**src/hw/pmics_regs.svh**
```systemverilog
// Constants of the power module command slave.
// Function
// - Slave drives acknowledge after an address byte that matches its own.
// - Slave acknowledges both the upper and the lower command byte.
// - Slave acknowledges its read address, then drives data onto the line.
// - Two-byte read sends the upper byte first, then the lower byte.
// - String read sends successive bytes, each acknowledged, until the last.
// - String read starts with the first string byte right after address acknowledge.
// - Payload lives in word bits 9..0; byte values leave bits 9 and 8 clear.
// - Five-bit select field below the top bit picks the command register.
// - Top bit 0 loads the payload; top bit 1 returns the register value.
`ifndef PMICS_REGS_SVH
`define PMICS_REGS_SVH
`define PMICS_DSR_BIT 15
`define PMICS_SEL_HI 14
`define PMICS_SEL_LO 10
`define PMICS_PAY_HI 9
`define PMICS_PAY_LO 0
`define PMICS_RW_BIT 0
`define PMICS_FILL_BYTE 8'hFF
`define PMICS_LAST_BIT 3'h7
`define PMICS_RELEASE 1'b1
`endif

```
**src/hw/pmics_pkg.sv**
```systemverilog
// Types of the power module command slave.
package pmics_pkg;
   typedef enum logic [2:0] {
      S_IDLE, S_ADDR, S_AACK, S_RX, S_DACK, S_TX, S_MACK, S_IGNORE
   } pmics_state_t;
   typedef logic [4:0] pmics_sel_t;
   typedef logic [9:0] pmics_payload_t;
endpackage

```
**src/hw/pmics_line_if.sv**
```systemverilog
// Bus line events passed from the pin synchroniser to the protocol core.
`timescale 1ns/10ps
interface pmics_line_if;
   logic scl_rise;
   logic scl_fall;
   logic start_det;
   logic stop_det;
   logic sda_bit;
   modport sync (output scl_rise, output scl_fall, output start_det, output stop_det, output sda_bit);
   modport core (input scl_rise, input scl_fall, input start_det, input stop_det, input sda_bit);
endinterface

```
**src/hw/pmics_line_sync.sv**
```systemverilog
// Pin synchroniser and start, stop and clock edge detector.
`timescale 1ns/10ps
module pmics_line_sync (
   // Clock and reset
   input wire logic clk,
   input wire logic reset,
   // Bus pins
   input wire logic scl_in,
   input wire logic sda_in,
   // Line events
   pmics_line_if.sync line
);
   logic [1:0] scl_meta_reg;
   logic [1:0] sda_meta_reg;
   logic scl_prev_reg;
   logic sda_prev_reg;

   // Idle bus level is high, so reset to released lines
   always_ff @(posedge clk) begin
      if (reset) begin
         scl_meta_reg <= 2'h3;
         sda_meta_reg <= 2'h3;
         scl_prev_reg <= 1'b1;
         sda_prev_reg <= 1'b1;
      end else begin
         scl_meta_reg <= {scl_meta_reg[0], scl_in};
         sda_meta_reg <= {sda_meta_reg[0], sda_in};
         scl_prev_reg <= scl_meta_reg[1];
         sda_prev_reg <= sda_meta_reg[1];
      end
   end

   assign line.scl_rise = scl_meta_reg[1] & ~scl_prev_reg;
   assign line.scl_fall = ~scl_meta_reg[1] & scl_prev_reg;
   // Data edges while the clock stays high frame a transaction
   assign line.start_det = scl_meta_reg[1] & scl_prev_reg & ~sda_meta_reg[1] & sda_prev_reg;
   assign line.stop_det = scl_meta_reg[1] & scl_prev_reg & sda_meta_reg[1] & ~sda_prev_reg;
   assign line.sda_bit = sda_meta_reg[1];
endmodule

```
**src/hw/pmics_slave.sv**
```systemverilog
// Two-wire command slave of the power module control interface.
`timescale 1ns/10ps
`include "pmics_regs.svh"
module pmics_slave (
   // Clock and reset
   input wire logic clk,
   input wire logic reset,
   // Bus pins, open drain
   input wire logic scl_in,
   input wire logic sda_in,
   output logic sda_out,
   output logic sda_oe_n,
   // Configuration
   input wire logic [6:0] slave_addr,
   // Command side
   output logic cmd_write,
   output logic read_req,
   output pmics_pkg::pmics_sel_t cmd_select,
   output pmics_pkg::pmics_payload_t cmd_payload,
   // Read data side
   input wire logic [15:0] read_value,
   input wire logic read_is_string,
   input wire logic [7:0] str_byte,
   output logic [7:0] str_index,
   output logic addressed
);
   import pmics_pkg::*;

   pmics_line_if line ();

   pmics_line_sync u_sync (
      .clk(clk),
      .reset(reset),
      .scl_in(scl_in),
      .sda_in(sda_in),
      .line(line)
   );

   // ----------------------------------------
   // Decoding helpers
   // ----------------------------------------
   function automatic logic addr_match(input logic [7:0] addr_byte, input logic [6:0] own);
      return addr_byte[7:1] == own;
   endfunction

   pmics_state_t state_reg;
   logic [2:0] bitcnt_reg;
   logic [7:0] shift_reg;
   logic byte_done_reg;
   logic rw_reg;
   logic byte_idx_reg;
   logic [7:0] cmd_hi_reg;
   logic [7:0] tx_reg;
   logic [1:0] tx_idx_reg;
   logic mack_ok_reg;
   logic sda_oe_n_reg;
   logic cmd_write_reg;
   logic read_req_reg;
   pmics_sel_t cmd_select_reg;
   pmics_payload_t cmd_payload_reg;
   logic [7:0] str_index_reg;
   logic addressed_reg;
   logic [7:0] tx_next;
   logic [15:0] word_next;

   assign word_next = {cmd_hi_reg, shift_reg};

   // ----------------------------------------
   // Next transmit byte
   // ----------------------------------------
   always_comb begin
      if (read_is_string) begin
         tx_next = str_byte;
      end else begin
         case (tx_idx_reg)
            2'h0: tx_next = read_value[15:8];
            2'h1: tx_next = read_value[7:0];
            default: tx_next = `PMICS_FILL_BYTE;
         endcase
      end
   end

   // ----------------------------------------
   // Protocol sequencer
   // ----------------------------------------
   always_ff @(posedge clk) begin
      if (reset) begin
         state_reg <= S_IDLE;
         bitcnt_reg <= 3'h0;
         shift_reg <= 8'h00;
         byte_done_reg <= 1'b0;
         rw_reg <= 1'b0;
         byte_idx_reg <= 1'b0;
         cmd_hi_reg <= 8'h00;
         tx_reg <= 8'h00;
         tx_idx_reg <= 2'h0;
         mack_ok_reg <= 1'b0;
         sda_oe_n_reg <= `PMICS_RELEASE;
         str_index_reg <= 8'h00;
      end else if (line.start_det) begin
         // A start always wins, also from an ignored transaction
         state_reg <= S_ADDR;
         bitcnt_reg <= 3'h0;
         byte_done_reg <= 1'b0;
         byte_idx_reg <= 1'b0;
         tx_idx_reg <= 2'h0;
         str_index_reg <= 8'h00;
         sda_oe_n_reg <= `PMICS_RELEASE;
      end else if (line.stop_det) begin
         state_reg <= S_IDLE;
         sda_oe_n_reg <= `PMICS_RELEASE;
      end else begin
         case (state_reg)
            S_ADDR, S_RX: begin
               if (line.scl_rise) begin
                  shift_reg <= {shift_reg[6:0], line.sda_bit};
                  bitcnt_reg <= 3'(bitcnt_reg + 3'h1);
                  if (bitcnt_reg == `PMICS_LAST_BIT) begin
                     byte_done_reg <= 1'b1;
                  end
               end else if (line.scl_fall && byte_done_reg) begin
                  byte_done_reg <= 1'b0;
                  bitcnt_reg <= 3'h0;
                  if (state_reg == S_ADDR) begin
                     if (addr_match(shift_reg, slave_addr)) begin
                        sda_oe_n_reg <= 1'b0;
                        rw_reg <= shift_reg[`PMICS_RW_BIT];
                        state_reg <= S_AACK;
                     end else begin
                        state_reg <= S_IGNORE;
                     end
                  end else begin
                     sda_oe_n_reg <= 1'b0;
                     state_reg <= S_DACK;
                     byte_idx_reg <= ~byte_idx_reg;
                     if (!byte_idx_reg) begin
                        cmd_hi_reg <= shift_reg;
                     end
                  end
               end
            end
            S_AACK: begin
               if (line.scl_fall) begin
                  if (rw_reg) begin
                     // First data bit goes out on the falling edge ending the ack
                     tx_reg <= tx_next;
                     sda_oe_n_reg <= tx_next[7];
                     tx_idx_reg <= 2'h1;
                     str_index_reg <= 8'(str_index_reg + 8'h01);
                     state_reg <= S_TX;
                  end else begin
                     sda_oe_n_reg <= `PMICS_RELEASE;
                     state_reg <= S_RX;
                  end
               end
            end
            S_DACK: begin
               if (line.scl_fall) begin
                  sda_oe_n_reg <= `PMICS_RELEASE;
                  state_reg <= S_RX;
               end
            end
            S_TX: begin
               if (line.scl_fall) begin
                  if (bitcnt_reg == `PMICS_LAST_BIT) begin
                     sda_oe_n_reg <= `PMICS_RELEASE;
                     bitcnt_reg <= 3'h0;
                     state_reg <= S_MACK;
                  end else begin
                     tx_reg <= {tx_reg[6:0], 1'b0};
                     sda_oe_n_reg <= tx_reg[6];
                     bitcnt_reg <= 3'(bitcnt_reg + 3'h1);
                  end
               end
            end
            S_MACK: begin
               if (line.scl_rise) begin
                  mack_ok_reg <= ~line.sda_bit;
               end else if (line.scl_fall) begin
                  if (mack_ok_reg) begin
                     tx_reg <= tx_next;
                     sda_oe_n_reg <= tx_next[7];
                     if (tx_idx_reg != 2'h2) begin
                        tx_idx_reg <= 2'(tx_idx_reg + 2'h1);
                     end
                     str_index_reg <= 8'(str_index_reg + 8'h01);
                     state_reg <= S_TX;
                  end else begin
                     // Not acknowledged: master wants no more data
                     state_reg <= S_IGNORE;
                  end
               end
            end
            S_IGNORE: begin
               sda_oe_n_reg <= `PMICS_RELEASE;
            end
            default: begin
               state_reg <= S_IDLE;
            end
         endcase
      end
   end

   // ----------------------------------------
   // Command word decode
   // ----------------------------------------
   logic word_done;
   assign word_done = (state_reg == S_RX) && line.scl_fall && byte_done_reg && byte_idx_reg
      && !line.start_det && !line.stop_det;

   always_ff @(posedge clk) begin
      if (reset) begin
         cmd_write_reg <= 1'b0;
         read_req_reg <= 1'b0;
         cmd_select_reg <= 5'h00;
         cmd_payload_reg <= 10'h000;
      end else begin
         cmd_write_reg <= word_done && !word_next[`PMICS_DSR_BIT];
         read_req_reg <= word_done && word_next[`PMICS_DSR_BIT];
         if (word_done) begin
            cmd_select_reg <= word_next[`PMICS_SEL_HI:`PMICS_SEL_LO];
            cmd_payload_reg <= word_next[`PMICS_PAY_HI:`PMICS_PAY_LO];
         end
      end
   end

   // Registered so the select flag shows no decode glitches, one cycle behind the state
   always_ff @(posedge clk) begin
      if (reset) begin
         addressed_reg <= 1'b0;
      end else begin
         addressed_reg <= (state_reg != S_IDLE) && (state_reg != S_IGNORE) && (state_reg != S_ADDR);
      end
   end

   assign sda_out = 1'b0;
   assign sda_oe_n = sda_oe_n_reg;
   assign cmd_write = cmd_write_reg;
   assign read_req = read_req_reg;
   assign cmd_select = cmd_select_reg;
   assign cmd_payload = cmd_payload_reg;
   assign str_index = str_index_reg;
   assign addressed = addressed_reg;
endmodule

```
**config.mk**
```make
export PLATFORM = sky130hd
export DESIGN_NAME = pmics_slave
export DESIGN_NICKNAME = d
export VERILOG_FILES = /design/src/hw/pmics_pkg.sv /design/src/hw/pmics_line_if.sv /design/src/hw/pmics_line_sync.sv /design/src/hw/pmics_slave.sv
export VERILOG_INCLUDE_DIRS = /design/src /design/src/hw
export SDC_FILE = /design/constraint.sdc
export NUM_CORES = 1
export LEC_CHECK = 0
export BUFFER_PORTS_ARGS = -buffer_cell sky130_fd_sc_hd__buf_2
export CORE_UTILIZATION = 45
export DETAILED_ROUTE_END_ITERATION = 12
export PLACE_DENSITY_LB_ADDON = 0.12
export SYNTH_ARGS = -nofsm -noshare
export SYNTH_HDL_FRONTEND = slang
export SYNTH_SLANG_ARGS = --single-unit
```
**constraint.sdc**
```tcl
create_clock -name clk -period 1.9 [get_ports clk]
set_clock_uncertainty 0.2 [all_clocks]
set_input_delay 0.095 -clock clk [delete_from_list [all_inputs] [get_ports clk]]
set_output_delay 0.095 -clock clk [all_outputs]
set_load 0.02 [all_outputs]
```
==> results.sh, run 1 <==
export IMPL_p_per_area_nw_per_um2=812
export IMPL_critical_path_cell_chain="ha_4 > ha_4 > or4b_1 > nand3_1 > nand3_1 > and3_1 > a211o_1"
export IMPL_worstRegToRegCells=7
export IMPL_endpoint_kind="flip-flop"
export IMPL_post_dp_hpwl_mm=5.00
export IMPL_fin_util_pct=61.5
export IMPL_rrSetupSlack_ps=10
export IMPL_rr_endpoint="sda_oe_n"
export IMPL_startpoint_type="flip-flop"
export IMPL_hold_path_class="in -> reg"
export IMPL_ant_nets=0
export IMPL_grt_max_degree=36
export IMPL_drc=0
export IMPL_wl_per_cell_um=12.9
export IMPL_grt_usage_pct=20.2
export IMPL_syn_num_nets=397
export IMPL_syn_area_um2=3220
export IMPL_gp_congestion=0.851
export IMPL_clkSinkCount=68
export IMPL_power_mw=3.43
export IMPL_drt_initial_drc_count=164
export IMPL_syn_inst=355
export IMPL_insertion_delay_ps=340
export IMPL_h_tree_depth=3
export IMPL_arrival_ps=1930
export IMPL_viasPerCell=5.09
export IMPL_cp_slowest_cell="or4b_1"
export IMPL_synth_area_leaders="dfxtp_1 42%, mux2i_1 10%, nor2_1 6.1%"
export IMPL_rsz0062_at_grt="true"
export IMPL_gr_total_overflow=0
export IMPL_ys_flop_type="dfxtp_1"
export IMPL_min_delay_start="str_byte[3]"
export IMPL_p_leak_nw=1.86
export IMPL_root_buffer="clkbuf_8"
export IMPL_fin_crit_sh_pct=99.5
export IMPL_whs_path_depth=4
export IMPL_critPathMaxStageDelay_ps=450
export IMPL_die_area_um2=7500
export IMPL_ys_types=59
export IMPL_design_area_um2=4230
export IMPL_placed_cells=531
export IMPL_nNetsFinal=494
export IMPL_ys_seq_area_share_pct=42.3
export IMPL_fp_dieH_um=86.6
export IMPL_n_antenna_cell=0
export IMPL_syn_area_per_cell_um2=9.07
export IMPL_core_area_um2=6870
export IMPL_hold_violations=0
export IMPL_critPathMaxFanout=2
export IMPL_status="finished, final reports clean"
export IMPL_drtPass1Iterations=4
export IMPL_cts_buffers=9
export IMPL_ir_drop_mv=0.374
export IMPL_grt_pass1_wl_mm=11.8
export IMPL_r2r_start="bitcnt_reg[0]"
export IMPL_synth_top_cell_area_share_pct=42.3
export IMPL_ioPinCount=64
export IMPL_setup_viol=0
export IMPL_critical_path_required_ps=1940
export IMPL_clock_path_buffers=2
export IMPL_largest_register_ffs=10
export IMPL_drv_cap=0
export IMPL_post_layout_nonfiller_instances=553
export IMPL_fmax_ghz=0.529
export IMPL_synth_edff_count=0
export IMPL_yosysWarnings=0
export IMPL_postPlaceCellArea_um2=3870
export IMPL_synth_most_common_cell="dfxtp_1"
export IMPL_crit_type="reg -> reg"
export IMPL_cts_clk_slew_worst_paths_ps=80
export IMPL_synth_commonest_cells="68 x dfxtp_1, 52 x nor2_1, 33 x mux2i_1"
export IMPL_die_w_um=86.6
export IMPL_grt_pass1_vias=2632
export IMPL_area_growth_pct=31.2
export IMPL_period_needed_ps=1890
export IMPL_ys_ff_latch=68
export IMPL_maxSlewViolCount=0
export IMPL_async_flop_share_pct=0
export IMPL_min_to="tx_reg[3]"
export IMPL_antenna_found_initial=0
export IMPL_vias=2817
export IMPL_yosys_area_top_type="dfxtp_1"
export IMPL_drt_total_wl_mm=7.11
export IMPL_start_util_pct=46.9
export IMPL_fp_row_count=30
export IMPL_cts_tree="done"
export IMPL_numPortBuffers=62
export IMPL_post_route_cells_drive_above_1_share_pct=37.0
[logic make-up (layout without fill, tap and decap cells)]
logic type      count (synthesis)  after routing  share of synthesized area, %
flops                          68             68                          42.3
xor+xnor                       15             15                          4.08
other cells                     1              1                         0.116
mux                            34             34                          10.6
fa+ha+maj                       6              6                          2.33
simple gates                  139            139                          22.4
buf+inv                        27            129                          4.63
compound gates                 65             65                          13.6
[report_power, final]
part           internal, mW  total [mW]  leakage (nW)  switching (mW)
logic                 0.376       0.752          1.21           0.376
clock network         0.606        1.17        0.0962           0.561
registers              1.47        1.51         0.551          0.0394
[worst max-delay path: cells and delay by family (launching register included)]
kind,cells,cell delay [ps]
flip-flops,1,340
AO/OA/AOI/OAI,1,210
AND/OR/NAND/NOR,4,740
adder cells (fa/ha/maj),2,310
[worst max-delay path by stage]
stage | start | end | slack, ps | depth (start not counted)
floorplan | bitcnt_reg[1] | sda_oe_n | -50 | 7
global route | bitcnt_reg[0] | sda_oe_n | -40 | 7
detailed placement | bitcnt_reg[1] | sda_oe_n | -90 | 7
global placement | bitcnt_reg[1] | sda_oe_n | -70 | 7
finish | bitcnt_reg[0] | sda_oe_n | 10 | 7
CTS | bitcnt_reg[0] | sda_oe_n | 3 | 7
[layer usage]
| metal | global-route usage, % | part of all wire (%) | up-vias |
|---|---|---|---|
| met5 | 0 | 0 | - |
| met4 | 8.33 | 1.5 | 0 |
| met3 | 2.95 | 3.5 | 13 |
| met2 | 31.4 | 45 | 64 |
| met1 | 28.1 | 50 | 1311 |
| li1 | - | - | 1429 |
[final cells by class]
| class | instances | area (um^2) |
|---|---|---|
| clock buffers | 10 | 128 |
| inverters | 7 | 26.3 |
| flip-flops and latches | 68 | 1370 |
| clock inverters | 6 | 65.1 |
| multi-input cells | 260 | 1830 |
| well taps | 96 | 120 |
| fillers | 630 | 2640 |
| repair buffers | 106 | 684 |
[cell usage in the layout (no fill, tap or decap), drive strengths merged, types with 2 or more instances in the layout]
| master | instances |
|---|---|
| a211oi | 7 |
| a21oi | 21 |
| a22oi | 7 |
| a2bb2oi | 5 |
| a31oi | 2 |
| and2 | 3 |
| and3 | 4 |
| and3b | 2 |
| buf | 103 |
| clkbuf | 10 |
| clkinv | 4 |
| dfxtp | 68 |
| dlygate4sd3 | 3 |
| ha | 6 |
| inv | 7 |
| mux2i | 33 |
| nand2 | 28 |
| nand2b | 9 |
| nand3 | 8 |
| nand3b | 4 |
| nand4 | 4 |
| nor2 | 54 |
| nor3 | 3 |
| nor3b | 3 |
| nor4b | 2 |
| o21ai | 9 |
| o21ba | 2 |
| or2 | 11 |
| xnor2 | 10 |
| xor2 | 5 |
[per-stage QoR]
step | setup slack (ps) | setup TNS, ps | hold WS (ps)
after floorplan | -52.4 | -52.4 | -1.19
after global placement | -66.9 | -186 | 77.2
after detailed placement | -85.5 | -325 | 81.2
after CTS | 3.09 | 0 | 17.8
after global routing | -39.6 | -106 | 53.7
final | 10.0 | 0 | 39.0
[repair_timing]
item / 4_1_cts / 5_1_grt
setup buffers: 0 / 2
hold buffers: 3 / 0
hold endpoints to repair: 12 / 0
pin swaps: 5 / 2
resized for setup: 4 / 28
cloned: 0 / 1
setup endpoints to repair: 25 / 34
No activity file was read; power rests on OpenSTA's default activity.
==> run 2: changes to the inputs <==
Settings changed: CTS_BUF_LIST from default to sky130_fd_sc_hd__clkbuf_8, GPL_ROUTABILITY_DRIVEN from default to 0, SLEW_MARGIN from default to 20.
==> results.sh, run 2 (synthesized netlist as in run 1, its figures left out) <==
export IMPL_post_dp_hpwl_mm=5.00
export IMPL_clkSinkCount=68
export IMPL_maxSlewViolCount=0
export IMPL_tns_ps=0
export IMPL_design_area_um2=4230
export IMPL_p_per_area_nw_per_um2=811
export IMPL_grt_usage_pct=20.2
export IMPL_nNetsFinal=494
export IMPL_r2r_start="bitcnt_reg[0]"
export IMPL_largest_register_ffs=10
export IMPL_final_common_cell="buf_2"
export IMPL_insertion_delay_ps=340
export IMPL_cts_tree="done"
export IMPL_gr_total_overflow=0
export IMPL_postPlaceCellArea_um2=3870
export IMPL_area_growth_pct=31.2
export IMPL_crit_type="reg -> reg"
export IMPL_min_to="tx_reg[3]"
export IMPL_rsz0062_at_grt="true"
export IMPL_core_area_um2=6870
export IMPL_worstRegToRegCells=7
export IMPL_ir_drop_mv=0.373
export IMPL_setup_viol=0
export IMPL_antenna_found_initial=0
export IMPL_die_area_um2=7500
export IMPL_whs_path_depth=4
export IMPL_pre_cts_ws_ps=-85.5
export IMPL_cts_clk_slew_worst_paths_ps=80
export IMPL_critical_path_top_delay_family="simple AND/OR/NAND/NOR gates"
export IMPL_path_depth=7
export IMPL_fin_crit_sh_pct=99.5
export IMPL_grt_pass1_wl_mm=11.8
export IMPL_root_buffer="clkbuf_8"
export IMPL_post_route_cells_drive_above_1_share_pct=37.0
export IMPL_use_met1_pct=28.1
export IMPL_ant_nets=0
export IMPL_critical_path_required_ps=1940
export IMPL_endpoint_kind="flip-flop"
export IMPL_critPathMaxFanout=2
export IMPL_h_tree_depth=3
export IMPL_arrival_ps=1930
export IMPL_hold_violations=0
export IMPL_drt_total_wl_mm=7.11
export IMPL_drtPass1Iterations=4
export IMPL_n_antenna_cell=0
export IMPL_met2_usage_pct=31.4
export IMPL_fp_dieH_um=86.6
export IMPL_gr_max_usage_layer="met2"
export IMPL_hold_path_class="in -> reg"
export IMPL_numPortBuffers=62
export IMPL_period_needed_ps=1890
export IMPL_drt_initial_drc_count=164
export IMPL_critPathMaxStageDelay_ps=450
export IMPL_viasPerCell=5.09
export IMPL_p_leak_nw=1.87
export IMPL_status="finished, final reports clean"
export IMPL_fp_row_count=30
export IMPL_power_mw=3.43
export IMPL_vias=2817
export IMPL_rr_endpoint="sda_oe_n"
export IMPL_fmax_ghz=0.529
export IMPL_clock_path_buffers=2
export IMPL_fin_util_pct=61.5
export IMPL_die_w_um=86.6
export IMPL_layout_common_cells="62 x buf_2, 61 x dfxtp_1, 52 x nor2_1"
export IMPL_startpoint_type="flip-flop"
export IMPL_start_util_pct=46.9
export IMPL_cts_buffers=9
export IMPL_cp_slowest_cell="or4b_1"
export IMPL_critical_path_cell_chain="ha_4 > ha_4 > or4b_1 > nand3_1 > nand3_1 > and3_1 > a211o_1"
export IMPL_drc=0
export IMPL_wl_per_cell_um=12.9
export IMPL_fin_ws_ps=10.0
export IMPL_drv_cap=0
export IMPL_min_delay_start="str_byte[3]"
export IMPL_rrSetupSlack_ps=10
export IMPL_ioPinCount=64
export IMPL_use_met3_pct=2.95
export IMPL_grt_pass1_vias=2632
export IMPL_path_buf_inv=0
export IMPL_grt_max_degree=36
-- run 2: metal layers --
metal | wire, um | vias up
met5 | 0 | -
met3 | 250 | 13
met1 | 3540 | 1311
met2 | 3220 | 64
met4 | 107 | 0
li1 | - | 1429
-- run 2: timing repair --
item                                   in CTS  in global routing
endpoints found under the hold margin      12                  0
setup buffers                               0                  2
resized for setup                           4                 28
cloned                                      0                  1
hold buffers                                3                  0
pin swaps                                   5                  2
setup endpoints to repair                  25                 34
-- run 2: how the worst max path moves through the flow --
stage,start,to
floorplan,bitcnt_reg[1],sda_oe_n
global placement,bitcnt_reg[1],sda_oe_n
detailed placement,bitcnt_reg[1],sda_oe_n
CTS,bitcnt_reg[0],sda_oe_n
global route,bitcnt_reg[0],sda_oe_n
finish,bitcnt_reg[0],sda_oe_n
-- run 2: layout make-up --
cell class	instances	area (um^2)
multi-input combinational	260	1830
timing repair buffer	106	684
inverter	7	26.3
fill	630	2640
sequential	68	1370
clock buffer	9	124
tap	96	120
clock inverter	7	68.8
-- run 2: metrics by stage --
step	instances	hold WS, ps
final	553	39.0
after global routing	553	53.7
after CTS	550	17.8
after detailed placement	531	81.2
after global placement	531	77.2
after floorplan	355	-1.19
-- run 2: where the power goes --
part,leakage [nW],switching (mW),internal (mW)
sequential,0.551,0.0394,1.47
clock,0.100,0.562,0.601
combinational,1.21,0.376,0.376
total,1.87,0.977,2.45
-- run 2: tightest hold or removal path: cells and delay by family --
family	cells	cell delay [ps]
AOI/OAI and AO/OA	2	200
buffers and inverters	1	90
muxes	1	130
==> run 3: changes to the inputs <==
Settings changed: BUFFER_PORTS_ARGS -buffer_cell sky130_fd_sc_hd__buf_2 to -buffer_cell sky130_fd_sc_hd__buf_4.
==> results.sh, run 3 (synthesized netlist as in run 1, its figures left out) <==
export IMPL_grt_pass1_wl_mm=11.5
export IMPL_viasPerCell=5.00
export IMPL_gr_max_usage_layer="met2"
export IMPL_post_route_cells_drive_above_1_share_pct=34.5
export IMPL_area_growth_pct=35.2
export IMPL_cts_clk_slew_worst_paths_ps=70
export IMPL_fmax_ghz=0.507
export IMPL_insertion_delay_ps=340
export IMPL_p_per_area_nw_per_um2=814
export IMPL_regArea_um2=1370
export IMPL_critical_path_required_ps=1930
export IMPL_post_dp_hpwl_mm=5.15
export IMPL_clkSinkCount=68
export IMPL_timing_hold_ws_ps=17.9
export IMPL_fin_crit_sh_pct=104
export IMPL_clock_path_buffers=2
export IMPL_ir_drop_mv=0.566
export IMPL_p_leak_nw=1.92
export IMPL_drtPass1Iterations=4
export IMPL_grt_max_degree=37
export IMPL_hold_violations=0
export IMPL_multi_input_area_um2=1780
export IMPL_drc=0
export IMPL_startpoint_type="flip-flop"
export IMPL_critPathMaxFanout=2
export IMPL_n_antenna_cell=0
export IMPL_n_fill_cell=608
export IMPL_arrival_ps=2000
export IMPL_worst_slew_pin_slew_ps=608
export IMPL_setup_viol=1
export IMPL_nNetsFinal=495
export IMPL_cts_tree="done"
export IMPL_rsz0062_at_grt="true"
export IMPL_status="finished, violations left"
export IMPL_ioPinCount=64
export IMPL_start_util_pct=46.9
export IMPL_fin_ws_ps=-74.0
export IMPL_h_tree_depth=3
export IMPL_relSlewSlack_pct=59.4
export IMPL_drv_cap=0
export IMPL_hold_path_class="in -> reg"
export IMPL_die_w_um=86.6
export IMPL_root_buffer="clkbuf_8"
export IMPL_drt_total_wl_mm=7.22
export IMPL_die_area_um2=7500
export IMPL_ant_nets=0
export IMPL_met2_usage_pct=30.7
export IMPL_wl_per_cell_um=13.0
export IMPL_numPortBuffers=62
export IMPL_grt_pass1_vias=2509
export IMPL_use_met3_pct=4.10
export IMPL_antenna_found_initial=0
export IMPL_drt_initial_drc_count=86
export IMPL_grt_usage_pct=19.7
export IMPL_fp_row_count=30
export IMPL_post_layout_nonfiller_instances=554
export IMPL_fp_dieH_um=86.6
export IMPL_final_common_cell="buf_4"
export IMPL_placed_cells=533
export IMPL_gr_total_overflow=0
export IMPL_period_needed_ps=1970
export IMPL_cts_buffers=9
export IMPL_endpoint_kind="flip-flop"
export IMPL_largest_register_ffs=10
export IMPL_core_area_um2=6870
export IMPL_maxSlewViolCount=0
export IMPL_pre_cts_ws_ps=-110
export IMPL_violations="setup timing"
export IMPL_layout_common_cells="100 x buf_4, 61 x dfxtp_1, 52 x nor2_1"
export IMPL_use_met1_pct=27.0
export IMPL_crit_type="reg -> reg"
export IMPL_vias=2771
[run 3: routing by layer]
layer	vias to the layer above	share of wire [%]
met2	58	45
met3	8	3.0
li1	1426	-
met4	0	1.3
met5	-	0
met1	1279	51
[run 3: through the flow]
stage	cell area (um^2)	power (mW)	setup TNS (ps)	utilization (%)
finish	4350	3.54	-74.0	63.4
global route	4350	3.71	-164	63.4
CTS	4320	3.54	-163	62.8
detailed placement	4060	2.25	-128	59.1
global placement	4060	2.24	-71.7	59.1
floorplan	3260	1.93	-52.4	-
[run 3: worst paths after layout]
check | from | end | slack (ps) | depth (start not counted)
hold / removal | read_value[0] | tx_reg[0] | 20 | 5
setup reg to reg | bitcnt_reg[0] | sda_oe_n | -70 | 7
hold reg to reg | u_sync.sda_meta_reg[0] | u_sync.sda_meta_reg[1] | 210 | 1
setup / recovery | bitcnt_reg[0] | sda_oe_n | -70 | 7
[run 3: what timing repair did]
action | in CTS | in global routing
setup buffers | 1 | 2
gates cloned | 0 | 1
endpoints found under the hold margin | 15 | 0
gates resized for setup | 1 | 13
hold buffers | 3 | 0
setup endpoints to repair | 4 | 34
pin swaps | 3 | 6
[run 3: cell type report]
| class | count | area share (%) |
|---|---|---|
| multi-input cells | 261 | 40.8 |
| repair buffers | 106 | 19.3 |
| inverters | 7 | 0.604 |
| clock inverters | 7 | 2.13 |
| flip-flops and latches | 68 | 31.5 |
| well taps | 96 | 2.76 |
| clock buffers | 9 | 2.85 |
[run 3: critical path, cell delays in order (launching register included)]
cell     delay (ps)
dfxtp_2         340
ha_4            160
ha_4            150
or4b_1          500
nand3_1         100
nand3_1          60
and3_1          140
a211o_1         220
[run 3: power breakdown]
part	switching, mW	total [mW]	internal, mW
Clock	0.559	1.29	0.734
Sequential	0.0443	1.51	1.47
Combinational	0.352	0.737	0.385
